## config.mk

```make
export PLATFORM = sky130hd
export DESIGN_NAME = tmr_timer16
export DESIGN_NICKNAME = d
export VERILOG_FILES = /design/src/design/tmr_timer16.v
export VERILOG_INCLUDE_DIRS = /design/src /design/src/design
export SDC_FILE = /design/constraint.sdc
export NUM_CORES = 1
export LEC_CHECK = 0
export BUFFER_PORTS_ARGS = -buffer_cell sky130_fd_sc_hd__clkbuf_2
export CAP_MARGIN = 0
export CELL_PAD_IN_SITES_DETAIL_PLACEMENT = 1
export CELL_PAD_IN_SITES_GLOBAL_PLACEMENT = 1
export CORE_UTILIZATION = 53
export CTS_CLUSTER_DIAMETER = 120
export DETAILED_ROUTE_END_ITERATION = 10
export GPL_ROUTABILITY_DRIVEN = 0
export PLACE_DENSITY_LB_ADDON = 0.1
export SETUP_SLACK_MARGIN = 0.1
export SYNTH_ARGS = -nofsm -noshare
export SYNTH_HDL_FRONTEND = slang
export SYNTH_SLANG_ARGS = --single-unit
```

## constraint.sdc

```tcl
create_clock -name I_MCLK -period 7.7 [get_ports I_MCLK]
set_input_delay 1.155 -clock I_MCLK [delete_from_list [all_inputs] [get_ports I_MCLK]]
set_output_delay 1.155 -clock I_MCLK [all_outputs]
set_load 0.02 [all_outputs]
```

## src/design/tmr_timer16_defines.vh

```
// Register offsets, field positions, reset values and divider counts of the 16-bit timer
`ifndef TMR_TIMER16_DEFINES_VH
`define TMR_TIMER16_DEFINES_VH

// ==========================================================
// Register offsets
`define TMR_A_CR2 4'h1
`define TMR_A_CR1 4'h2
`define TMR_A_SR 4'h3
`define TMR_A_IC1H 4'h4
`define TMR_A_IC1L 4'h5
`define TMR_A_OC1H 4'h6
`define TMR_A_OC1L 4'h7
`define TMR_A_CNTH 4'h8
`define TMR_A_CNTL 4'h9
`define TMR_A_ACNTH 4'ha
`define TMR_A_ACNTL 4'hb
`define TMR_A_IC2H 4'hc
`define TMR_A_IC2L 4'hd
`define TMR_A_OC2H 4'he
`define TMR_A_OC2L 4'hf

// ==========================================================
// Control register one fields
`define TMR_CR1_CAPTURE_IRQ_ENABLE 7
`define TMR_CR1_COMPARE_IRQ_ENABLE 6
`define TMR_CR1_OVERFLOW_IRQ_ENABLE 5
`define TMR_CR1_FORCE2 4
`define TMR_CR1_FORCE1 3
`define TMR_CR1_LVL2 2
`define TMR_CR1_EDGE1 1
`define TMR_CR1_LVL1 0

// ==========================================================
// Control register two fields
`define TMR_CR2_PIN1_EN 7
`define TMR_CR2_PIN2_EN 6
`define TMR_CR2_ONE_PULSE 5
`define TMR_CR2_PWM 4
`define TMR_CR2_CC_HI 3
`define TMR_CR2_CC_LO 2
`define TMR_CR2_EDGE2 1
`define TMR_CR2_EXT_EDGE 0

// ==========================================================
// Flag register fields
`define TMR_SR_TIMD 2

// ==========================================================
// Reset and load values
`define TMR_CR_RST 8'h00
`define TMR_CNT_RST 16'hfffc
`define TMR_CNT_TOP 16'hffff
`define TMR_IC1_PULSE 16'hfffd
`define TMR_OC_RST 16'h8000
`define TMR_CAP_RST 16'h0000

// ==========================================================
// Clock select codes and divider terminal counts
`define TMR_CC_DIV4 2'h0
`define TMR_CC_DIV2 2'h1
`define TMR_CC_DIV8 2'h2
`define TMR_CC_EXT 2'h3
`define TMR_DIV4_MAX 3'h3
`define TMR_DIV2_MAX 3'h1
`define TMR_DIV8_MAX 3'h7

`endif

```

## src/design/tmr_timer16.v

```verilog
// Sixteen-bit timer with two captures, two compares, one-pulse and PWM modes
//
// Local design decisions: the address map and the plain strobed port.
`timescale 1ns/1ps
`include "tmr_timer16_defines.vh"

// ==========================================================

module tmr_timer16 (
    input wire I_MCLK,
    input wire I_RST_N,
    input wire [3:0] I_ADDR,
    input wire [7:0] I_WDATA,
    input wire I_WR,
    input wire I_RD,
    output reg [7:0] O_RDATA,
    input wire I_CAP1,
    input wire I_CAP2,
    input wire I_EXTCLK,
    input wire I_HALT,
    input wire I_WAIT,
    input wire I_IMASK,
    output reg O_CMP1,
    output reg O_CMP1_OE,
    output reg O_CMP2,
    output reg O_CMP2_OE,
    output reg O_IRQ,
    output reg O_WAKE
);

    // ==========================================================
    // Pin synchronisers and edge detection
    reg [2:0] sync1_q;
    reg [2:0] sync2_q;
    reg [2:0] prev_q;
    wire [2:0] rise = sync2_q & ~prev_q;
    wire [2:0] fall = ~sync2_q & prev_q;

    always @(posedge I_MCLK or negedge I_RST_N) begin
        if (!I_RST_N) begin
            sync1_q <= 3'h0;
            sync2_q <= 3'h0;
            prev_q <= 3'h0;
        end else begin
            sync1_q <= {I_EXTCLK, I_CAP2, I_CAP1};
            sync2_q <= sync1_q;
            prev_q <= sync2_q;
        end
    end

    // ==========================================================
    // Software registers
    reg [7:0] cr1_q;
    reg [7:0] cr2_q;
    reg timd_q;
    reg [15:0] oc1_q;
    reg [15:0] oc2_q;
    reg [15:0] oc1_act_q;
    reg [15:0] oc2_act_q;
    reg inh1_q;
    reg inh2_q;
    reg [15:0] cnt_q;
    reg [15:0] ic1_q;
    reg [15:0] ic2_q;
    reg [2:0] psc_q;
    reg halt_q;
    reg arm1_q;
    reg arm2_q;
    reg lvl1_q;
    reg lvl2_q;
    reg [4:0] flag_q;
    reg [4:0] clr_arm_q;

    wire pwm = cr2_q[`TMR_CR2_PWM];
    wire one_pulse_enable = cr2_q[`TMR_CR2_ONE_PULSE] & ~pwm;
    wire [1:0] cc = cr2_q[`TMR_CR2_CC_HI:`TMR_CR2_CC_LO];
    wire cap1_edge = cr1_q[`TMR_CR1_EDGE1] ? rise[0] : fall[0];
    wire cap2_edge = cr2_q[`TMR_CR2_EDGE2] ? rise[1] : fall[1];
    wire ext_edge = cr2_q[`TMR_CR2_EXT_EDGE] ? rise[2] : fall[2];
    wire wr_cr1 = I_WR & (I_ADDR == `TMR_A_CR1);
    wire acc = I_WR | I_RD;

    // ==========================================================
    // Prescaler; halt and the disable bit both stop it
    wire run = ~I_HALT & ~timd_q;
    reg [2:0] div_max;
    always @* begin
        case (cc)
            `TMR_CC_DIV2: div_max = `TMR_DIV2_MAX;
            `TMR_CC_DIV8: div_max = `TMR_DIV8_MAX;
            default: div_max = `TMR_DIV4_MAX;
        endcase
    end
    // Reloads leave the prescaler phase alone, so a one-pulse start may lag a tick
    wire tick = run & ((cc == `TMR_CC_EXT) ? ext_edge : (psc_q == div_max));

    always @(posedge I_MCLK or negedge I_RST_N) begin
        if (!I_RST_N) begin
            psc_q <= 3'h0;
        end else if (run && cc != `TMR_CC_EXT) begin
            psc_q <= (psc_q == div_max) ? 3'h0 : psc_q + 3'h1;
        end
    end

    // ==========================================================
    // Counter, matches and overflow
    wire [15:0] cnt_inc = cnt_q + 16'h0001;
    wire wr_cnt = I_WR & ((I_ADDR == `TMR_A_CNTL) | (I_ADDR == `TMR_A_ACNTL));
    wire halt_exit = halt_q & ~I_HALT;
    wire opm_trig = one_pulse_enable & cap1_edge & ~I_HALT;
    reg [15:0] cnt_d;
    reg m1;
    reg m2;
    reg ovf;

    always @* begin
        cnt_d = cnt_q;
        m1 = 1'b0;
        m2 = 1'b0;
        ovf = 1'b0;
        // Reloads win over the tick, so no match or overflow fires on that cycle
        if (wr_cnt) begin
            cnt_d = `TMR_CNT_RST;
        end else if (opm_trig) begin
            cnt_d = `TMR_CNT_RST;
        end else if (tick) begin
            m1 = ~inh1_q & (cnt_inc == oc1_act_q);
            m2 = ~inh2_q & (cnt_inc == oc2_act_q);
            if (pwm && m2) begin
                cnt_d = `TMR_CNT_RST;
            end else begin
                cnt_d = cnt_inc;
                ovf = (cnt_q == `TMR_CNT_TOP);
            end
        end
    end

    always @(posedge I_MCLK or negedge I_RST_N) begin
        if (!I_RST_N) begin
            cnt_q <= `TMR_CNT_RST;
            halt_q <= 1'b0;
        end else begin
            cnt_q <= cnt_d;
            halt_q <= I_HALT;
        end
    end

    // ==========================================================
    // Captures; edges seen in halt are held until halt ends
    // At halt exit the counter has not moved yet, so the held count is stored
    wire cap1_evt = ~pwm & ((cap1_edge & ~I_HALT) | (halt_exit & arm1_q));
    wire cap2_evt = (cap2_edge & ~I_HALT) | (halt_exit & arm2_q);

    always @(posedge I_MCLK or negedge I_RST_N) begin
        if (!I_RST_N) begin
            arm1_q <= 1'b0;
            arm2_q <= 1'b0;
            ic1_q <= `TMR_CAP_RST;
            ic2_q <= `TMR_CAP_RST;
        end else begin
            if (halt_exit) begin
                arm1_q <= 1'b0;
                arm2_q <= 1'b0;
            end else if (I_HALT) begin
                arm1_q <= arm1_q | (cap1_edge & ~pwm);
                arm2_q <= arm2_q | cap2_edge;
            end
            if (cap1_evt) begin
                ic1_q <= one_pulse_enable ? `TMR_IC1_PULSE : cnt_q;
            end
            if (cap2_evt) begin
                ic2_q <= cnt_q;
            end
        end
    end

    // ==========================================================
    // Control, compare values and compare inhibit
    always @(posedge I_MCLK or negedge I_RST_N) begin
        if (!I_RST_N) begin
            cr1_q <= `TMR_CR_RST;
            cr2_q <= `TMR_CR_RST;
            timd_q <= 1'b0;
            oc1_q <= `TMR_OC_RST;
            oc2_q <= `TMR_OC_RST;
            oc1_act_q <= `TMR_OC_RST;
            oc2_act_q <= `TMR_OC_RST;
            inh1_q <= 1'b0;
            inh2_q <= 1'b0;
        end else begin
            if (wr_cr1) begin
                cr1_q <= I_WDATA;
            end
            if (I_WR && I_ADDR == `TMR_A_CR2) begin
                cr2_q <= I_WDATA;
            end
            if (I_WR && I_ADDR == `TMR_A_SR) begin
                timd_q <= I_WDATA[`TMR_SR_TIMD];
            end
            if (I_WR && I_ADDR == `TMR_A_OC1H) begin
                oc1_q[15:8] <= I_WDATA;
                inh1_q <= 1'b1;
            end
            if (I_WR && I_ADDR == `TMR_A_OC1L) begin
                oc1_q[7:0] <= I_WDATA;
                inh1_q <= 1'b0;
            end
            if (I_WR && I_ADDR == `TMR_A_OC2H) begin
                oc2_q[15:8] <= I_WDATA;
                inh2_q <= 1'b1;
            end
            if (I_WR && I_ADDR == `TMR_A_OC2L) begin
                oc2_q[7:0] <= I_WDATA;
                inh2_q <= 1'b0;
            end
            // Buffered copies avoid spikes on the PWM pin mid-period
            if (!pwm || m2) begin
                oc1_act_q <= oc1_q;
                oc2_act_q <= oc2_q;
            end
        end
    end

    // ==========================================================
    // Flags: order is capture1, compare1, overflow, capture2, compare2
    wire [4:0] flag_set;
    wire [4:0] flag_clr;
    assign flag_set[4] = cap1_evt | (pwm & m2);
    assign flag_set[3] = m1 & ~pwm & ~one_pulse_enable;
    assign flag_set[2] = ovf;
    assign flag_set[1] = cap2_evt;
    assign flag_set[0] = m2 & ~pwm;
    assign flag_clr[4] = acc & (I_ADDR == `TMR_A_IC1L);
    assign flag_clr[3] = acc & (I_ADDR == `TMR_A_OC1L);
    assign flag_clr[2] = acc & (I_ADDR == `TMR_A_CNTL);
    assign flag_clr[1] = acc & (I_ADDR == `TMR_A_IC2L);
    assign flag_clr[0] = acc & (I_ADDR == `TMR_A_OC2L);
    wire sr_rd = I_RD & (I_ADDR == `TMR_A_SR);

    // A flag register read re-arms the clear from the flags standing at that moment
    genvar gi;
    generate
        for (gi = 0; gi < 5; gi = gi + 1) begin : g_flag
            wire do_clr = flag_clr[gi] & clr_arm_q[gi];
            always @(posedge I_MCLK or negedge I_RST_N) begin
                if (!I_RST_N) begin
                    flag_q[gi] <= 1'b0;
                    clr_arm_q[gi] <= 1'b0;
                end else begin
                    // A new event in the clearing cycle survives
                    flag_q[gi] <= flag_set[gi] | (flag_q[gi] & ~do_clr);
                    if (sr_rd) begin
                        clr_arm_q[gi] <= flag_q[gi];
                    end else if (do_clr) begin
                        clr_arm_q[gi] <= 1'b0;
                    end
                end
            end
        end
    endgenerate

    // ==========================================================
    // Compare pin levels
    wire force1 = wr_cr1 & I_WDATA[`TMR_CR1_FORCE1] & ~pwm & ~one_pulse_enable;
    wire force2 = wr_cr1 & I_WDATA[`TMR_CR1_FORCE2] & ~pwm & ~one_pulse_enable;

    always @(posedge I_MCLK or negedge I_RST_N) begin
        if (!I_RST_N) begin
            lvl1_q <= 1'b0;
            lvl2_q <= 1'b0;
        end else begin
            if (pwm || one_pulse_enable) begin
                if ((pwm && m2) || opm_trig) begin
                    lvl1_q <= cr1_q[`TMR_CR1_LVL2];
                end else if (m1) begin
                    lvl1_q <= cr1_q[`TMR_CR1_LVL1];
                end
            end else if (force1) begin
                lvl1_q <= I_WDATA[`TMR_CR1_LVL1];
            end else if (m1) begin
                lvl1_q <= cr1_q[`TMR_CR1_LVL1];
            end
            if (force2) begin
                lvl2_q <= I_WDATA[`TMR_CR1_LVL2];
            end else if (m2 && !pwm && !one_pulse_enable) begin
                lvl2_q <= cr1_q[`TMR_CR1_LVL2];
            end
        end
    end

    // ==========================================================
    // Interrupt request, wake and pins
    wire req = (cr1_q[`TMR_CR1_CAPTURE_IRQ_ENABLE] & (flag_q[4] | flag_q[1]))
        | (cr1_q[`TMR_CR1_COMPARE_IRQ_ENABLE] & (flag_q[3] | flag_q[0]))
        | (cr1_q[`TMR_CR1_OVERFLOW_IRQ_ENABLE] & flag_q[2]);

    always @(posedge I_MCLK or negedge I_RST_N) begin
        if (!I_RST_N) begin
            O_IRQ <= 1'b0;
            O_WAKE <= 1'b0;
            O_CMP1 <= 1'b0;
            O_CMP2 <= 1'b0;
            O_CMP1_OE <= 1'b0;
            O_CMP2_OE <= 1'b0;
        end else begin
            O_IRQ <= req & ~I_IMASK;
            // Halt is never ended from here, only wait
            O_WAKE <= req & ~I_IMASK & I_WAIT & ~I_HALT;
            O_CMP1 <= lvl1_q;
            O_CMP2 <= lvl2_q;
            O_CMP1_OE <= cr2_q[`TMR_CR2_PIN1_EN] & ~timd_q;
            O_CMP2_OE <= cr2_q[`TMR_CR2_PIN2_EN] & ~timd_q;
        end
    end

    // ==========================================================
    // Read port, data one cycle after the strobe
    // Counter halves are not latched; a carry may fall between two byte reads
    reg [7:0] rd_d;
    always @* begin
        case (I_ADDR)
            `TMR_A_CR2: rd_d = cr2_q;
            `TMR_A_CR1: rd_d = cr1_q;
            `TMR_A_SR: rd_d = {flag_q, timd_q, 2'b00};
            `TMR_A_IC1H: rd_d = ic1_q[15:8];
            `TMR_A_IC1L: rd_d = ic1_q[7:0];
            `TMR_A_OC1H: rd_d = oc1_q[15:8];
            `TMR_A_OC1L: rd_d = oc1_q[7:0];
            `TMR_A_CNTH: rd_d = cnt_q[15:8];
            `TMR_A_CNTL: rd_d = cnt_q[7:0];
            `TMR_A_ACNTH: rd_d = cnt_q[15:8];
            `TMR_A_ACNTL: rd_d = cnt_q[7:0];
            `TMR_A_IC2H: rd_d = ic2_q[15:8];
            `TMR_A_IC2L: rd_d = ic2_q[7:0];
            `TMR_A_OC2H: rd_d = oc2_q[15:8];
            `TMR_A_OC2L: rd_d = oc2_q[7:0];
            default: rd_d = 8'h00;
        endcase
    end

    always @(posedge I_MCLK or negedge I_RST_N) begin
        if (!I_RST_N) begin
            O_RDATA <= 8'h00;
        end else begin
            O_RDATA <= I_RD ? rd_d : 8'h00;
        end
    end

endmodule

```

==> impl_metrics.yaml <==
layout:
  num_antenna_cells: 0
  final_area_mm2: 0.00963
  fin_nets: 849
  syn_to_final_growth_pct: 10.7
  layout-drive-gt1-share: 0.229
placed_design:
  place_hpwl_um: 19400
  place_area_mm2: 0.00898
  port-buffer-count: 35
  place_ws_ps: 3470
timing:
  worst_slack_ps: 3480
  hold_viol_final: 0
  setup_viol: 0
  fmax_mhz: 237
  fin_skew_ps: 11.8
  tightest_slew_ps: 1370
  relSlewSlack: 0.0844
  maxSlewViolCount: 0
  setup_tns_ps: 0
  finalCritPeriodShare: 0.548
  rsz0062_at_grt: "false"
  finalCriticalPeriod_ps: 4220
drt:
  ant_nets: 0
  drc_errors: 0
  dr_total_vias: 6969
  dr.pass1.iters: 6
  drtIter0Drc: 672
  post_drt_wl_per_cell_um: 26.8
  viasPerCell: 6.62
  drt-total-wl_um: 28300
critical_path:
  worstReg2RegStart: "cnt_q[0]"
  startpoint_type: "flop"
  rrSetupSlack_ps: 3480
  crit_fanout: 32
  startpoint: "cnt_q[0]"
  cp-endpoint: "oc1_act_q[11]"
  critPathKind: "flop to flop"
  reg2reg_to: "oc1_act_q[11]"
  crit_arrival_ps: 4540
  end_kind: "flop"
  worstRegToRegCells: 10
  required_ps: 8020
synthesis:
  synth-async-reset-ratio: 1.00
  synth_warnings: 0
  netlist_area_mm2: 0.00870
  yosysTopAreaCell: "dfrtp_1"
  netlist.area_leader.share: 0.443
  ys_top_cells_by_count: "dfrtp_1, mux2_2, nand2_1"
  synth_cell_types: 67
  synthTopCellsByArea: "dfrtp_1, mux2_2, dfstp_2"
  synth-main-ff-cell: "dfrtp_1"
  synth_edf_count: 0
  avgSynthCellArea_um2: 10.6
  ys_seq_elements: 172
  syn_inst: 818
  syn_nets: 842
  ys_seq_area_frac: 0.497
  yosysMostFrequentCell: "dfrtp_1"
cts:
  cts_root_buffer: "clkbuf_16"
  worstSkewPairLatency_ps: 440
  htree_levels: 4
  cts_setup_buffers: 0
  cts_buffers: 17
  clkSinkCount: 172
  post_cts_resized: 0
  hold_buffers: 0
  clk_path_buf_depth: 2
  cts_tree: "built"
  clk_transition_reported_paths_ps: 60
power:
  leakagePower_nw: 3.99
  seq_power_share: 0.443
  p_comb_frac: 0.258
  switchingPower_mw: 1.09
  power_density_mw_per_mm2: 332
  clockPowerShare: 0.298
  peakVddDrop_mv: 0.203
  swShare: 0.342
  intPower_mw: 2.10
grt:
  grt_pass1_wl_um: 43700
  grt_pass1_vias: 7277
  grt_busiest_layer: "met2"
  antenna_found_initial: 0
  grt_use_met2: 0.576
  grt_overflow: 0
  grtUsageMet3: 0.0804
  grt_max_degree: 105
  track_usage: 0.360
  use_met1: 0.477
floorplan:
  ios: 36
  design.core.area_mm2: 0.0159
  initial_core_util: 0.546
  fp.dieH_um: 130
  die_w_um: 130
  dieArea_mm2: 0.0169
  rows: 46
worst_hold_path:
  hp-class: "flop to flop"
  worstHoldPathCells: 0
run_status:
  status: "complete, no violations"
job:
  maxCapViolCount: 0
==> worst min path at each step <==
stage / start / endpoint
floorplan: sync1_q[0] / sync2_q[0]
global placement: sync1_q[2] / sync2_q[2]
detailed placement: sync1_q[1] / sync2_q[1]
CTS: sync1_q[2] / sync2_q[2]
global route: sync1_q[1] / sync2_q[1]
finish: sync1_q[2] / sync2_q[2]
==> logic make-up (layout without fill, tap and decap cells) <==
| kind of cell | count (synthesis) | in the layout | share of synthesized area |
|---|---|---|---|
| simple gates | 250 | 250 | 0.148 |
| flops | 172 | 172 | 0.497 |
| buf+inv | 73 | 92 | 0.0345 |
| xor+xnor | 37 | 37 | 0.0388 |
| compound gates | 178 | 178 | 0.140 |
| fa+ha+maj | 2 | 2 | 0.00288 |
| mux | 106 | 106 | 0.139 |
==> power by group through the flow <==
stage	Combinational (mW)	Clock, mW	Sequential [mW]
after floorplan	0.632	0	1.28
after global placement	0.763	0	1.39
after detailed placement	0.803	0	1.42
after CTS	0.818	0.961	1.41
after global routing	0.892	0.997	1.44
final	0.825	0.953	1.42
==> layout make-up <==
cell class	instances	area [um^2]
clock buffers	20	457
clock inverters	11	191
fillers	1698	6320
inverters	20	75.1
multi-input cells	573	4080
flip-flops and latches	172	4330
well taps	216	270
repair buffers	41	226
==> layout by cell type, fill, tap and decap left out, types with 9 or more instances in the layout <==
master,netlist,final
inv_1,20,20
nor2_1,51,51
xnor2_1,27,27
nand2_1,77,77
mux2i_1,9,9
clkbuf_2,0,34
o22a_1,15,15
nor2b_1,15,15
nand3_1,22,22
mux2_2,90,90
a22o_1,10,10
and3_1,11,11
o21ai_0,31,31
clkbuf_16,0,17
nor3_1,10,10
dfrtp_1,154,154
xor2_1,9,9
a21oi_1,39,38
dfstp_2,18,18
a31oi_1,23,23
==> metal layers <==
metal	vias up	routed length (um)	share of wire
met2	318	13600	0.48
met1	3612	11600	0.41
li1	2981	-	-
met4	0	857	0.030
met5	-	0	0
met3	58	2190	0.077
==> critical path: stages (launching register included) <==
cell and delay (ps):
dfrtp_1 530, ha_1 410, nand3_2 380, nor4_1 740, xnor2_1 200, o211ai_1 190, a2111oi_4 440, nand2_1 240
nand2_1 130, buf_4 420, mux2_2 400
==> metrics by stage <==
stage	hold WS [ps]	instances	power (mW)	util
2_1_floorplan	331	818	1.92	-
3_3_place_gp	336	1022	2.16	0.563
3_5_place_dp	336	1022	2.22	0.563
4_1_cts	357	1053	3.19	0.604
5_1_grt	364	1053	3.33	0.604
6_report	355	1053	3.19	0.604
==> registers in the layout, indices dropped and copies added, names as in the netlist, 3 cells and up <==
register / count
O_RDATA: 8
clr_arm_q: 5
cnt_q: 16
cr1_q: 8
cr2_q: 8
flag_q: 5
ic1_q: 16
ic2_q: 16
oc1_act_q: 16
oc1_q: 16
oc2_act_q: 16
oc2_q: 16
prev_q: 3
psc_q: 3
sync1_q: 3
sync2_q: 3
Note: power is estimated with default switching activity, not from simulation.
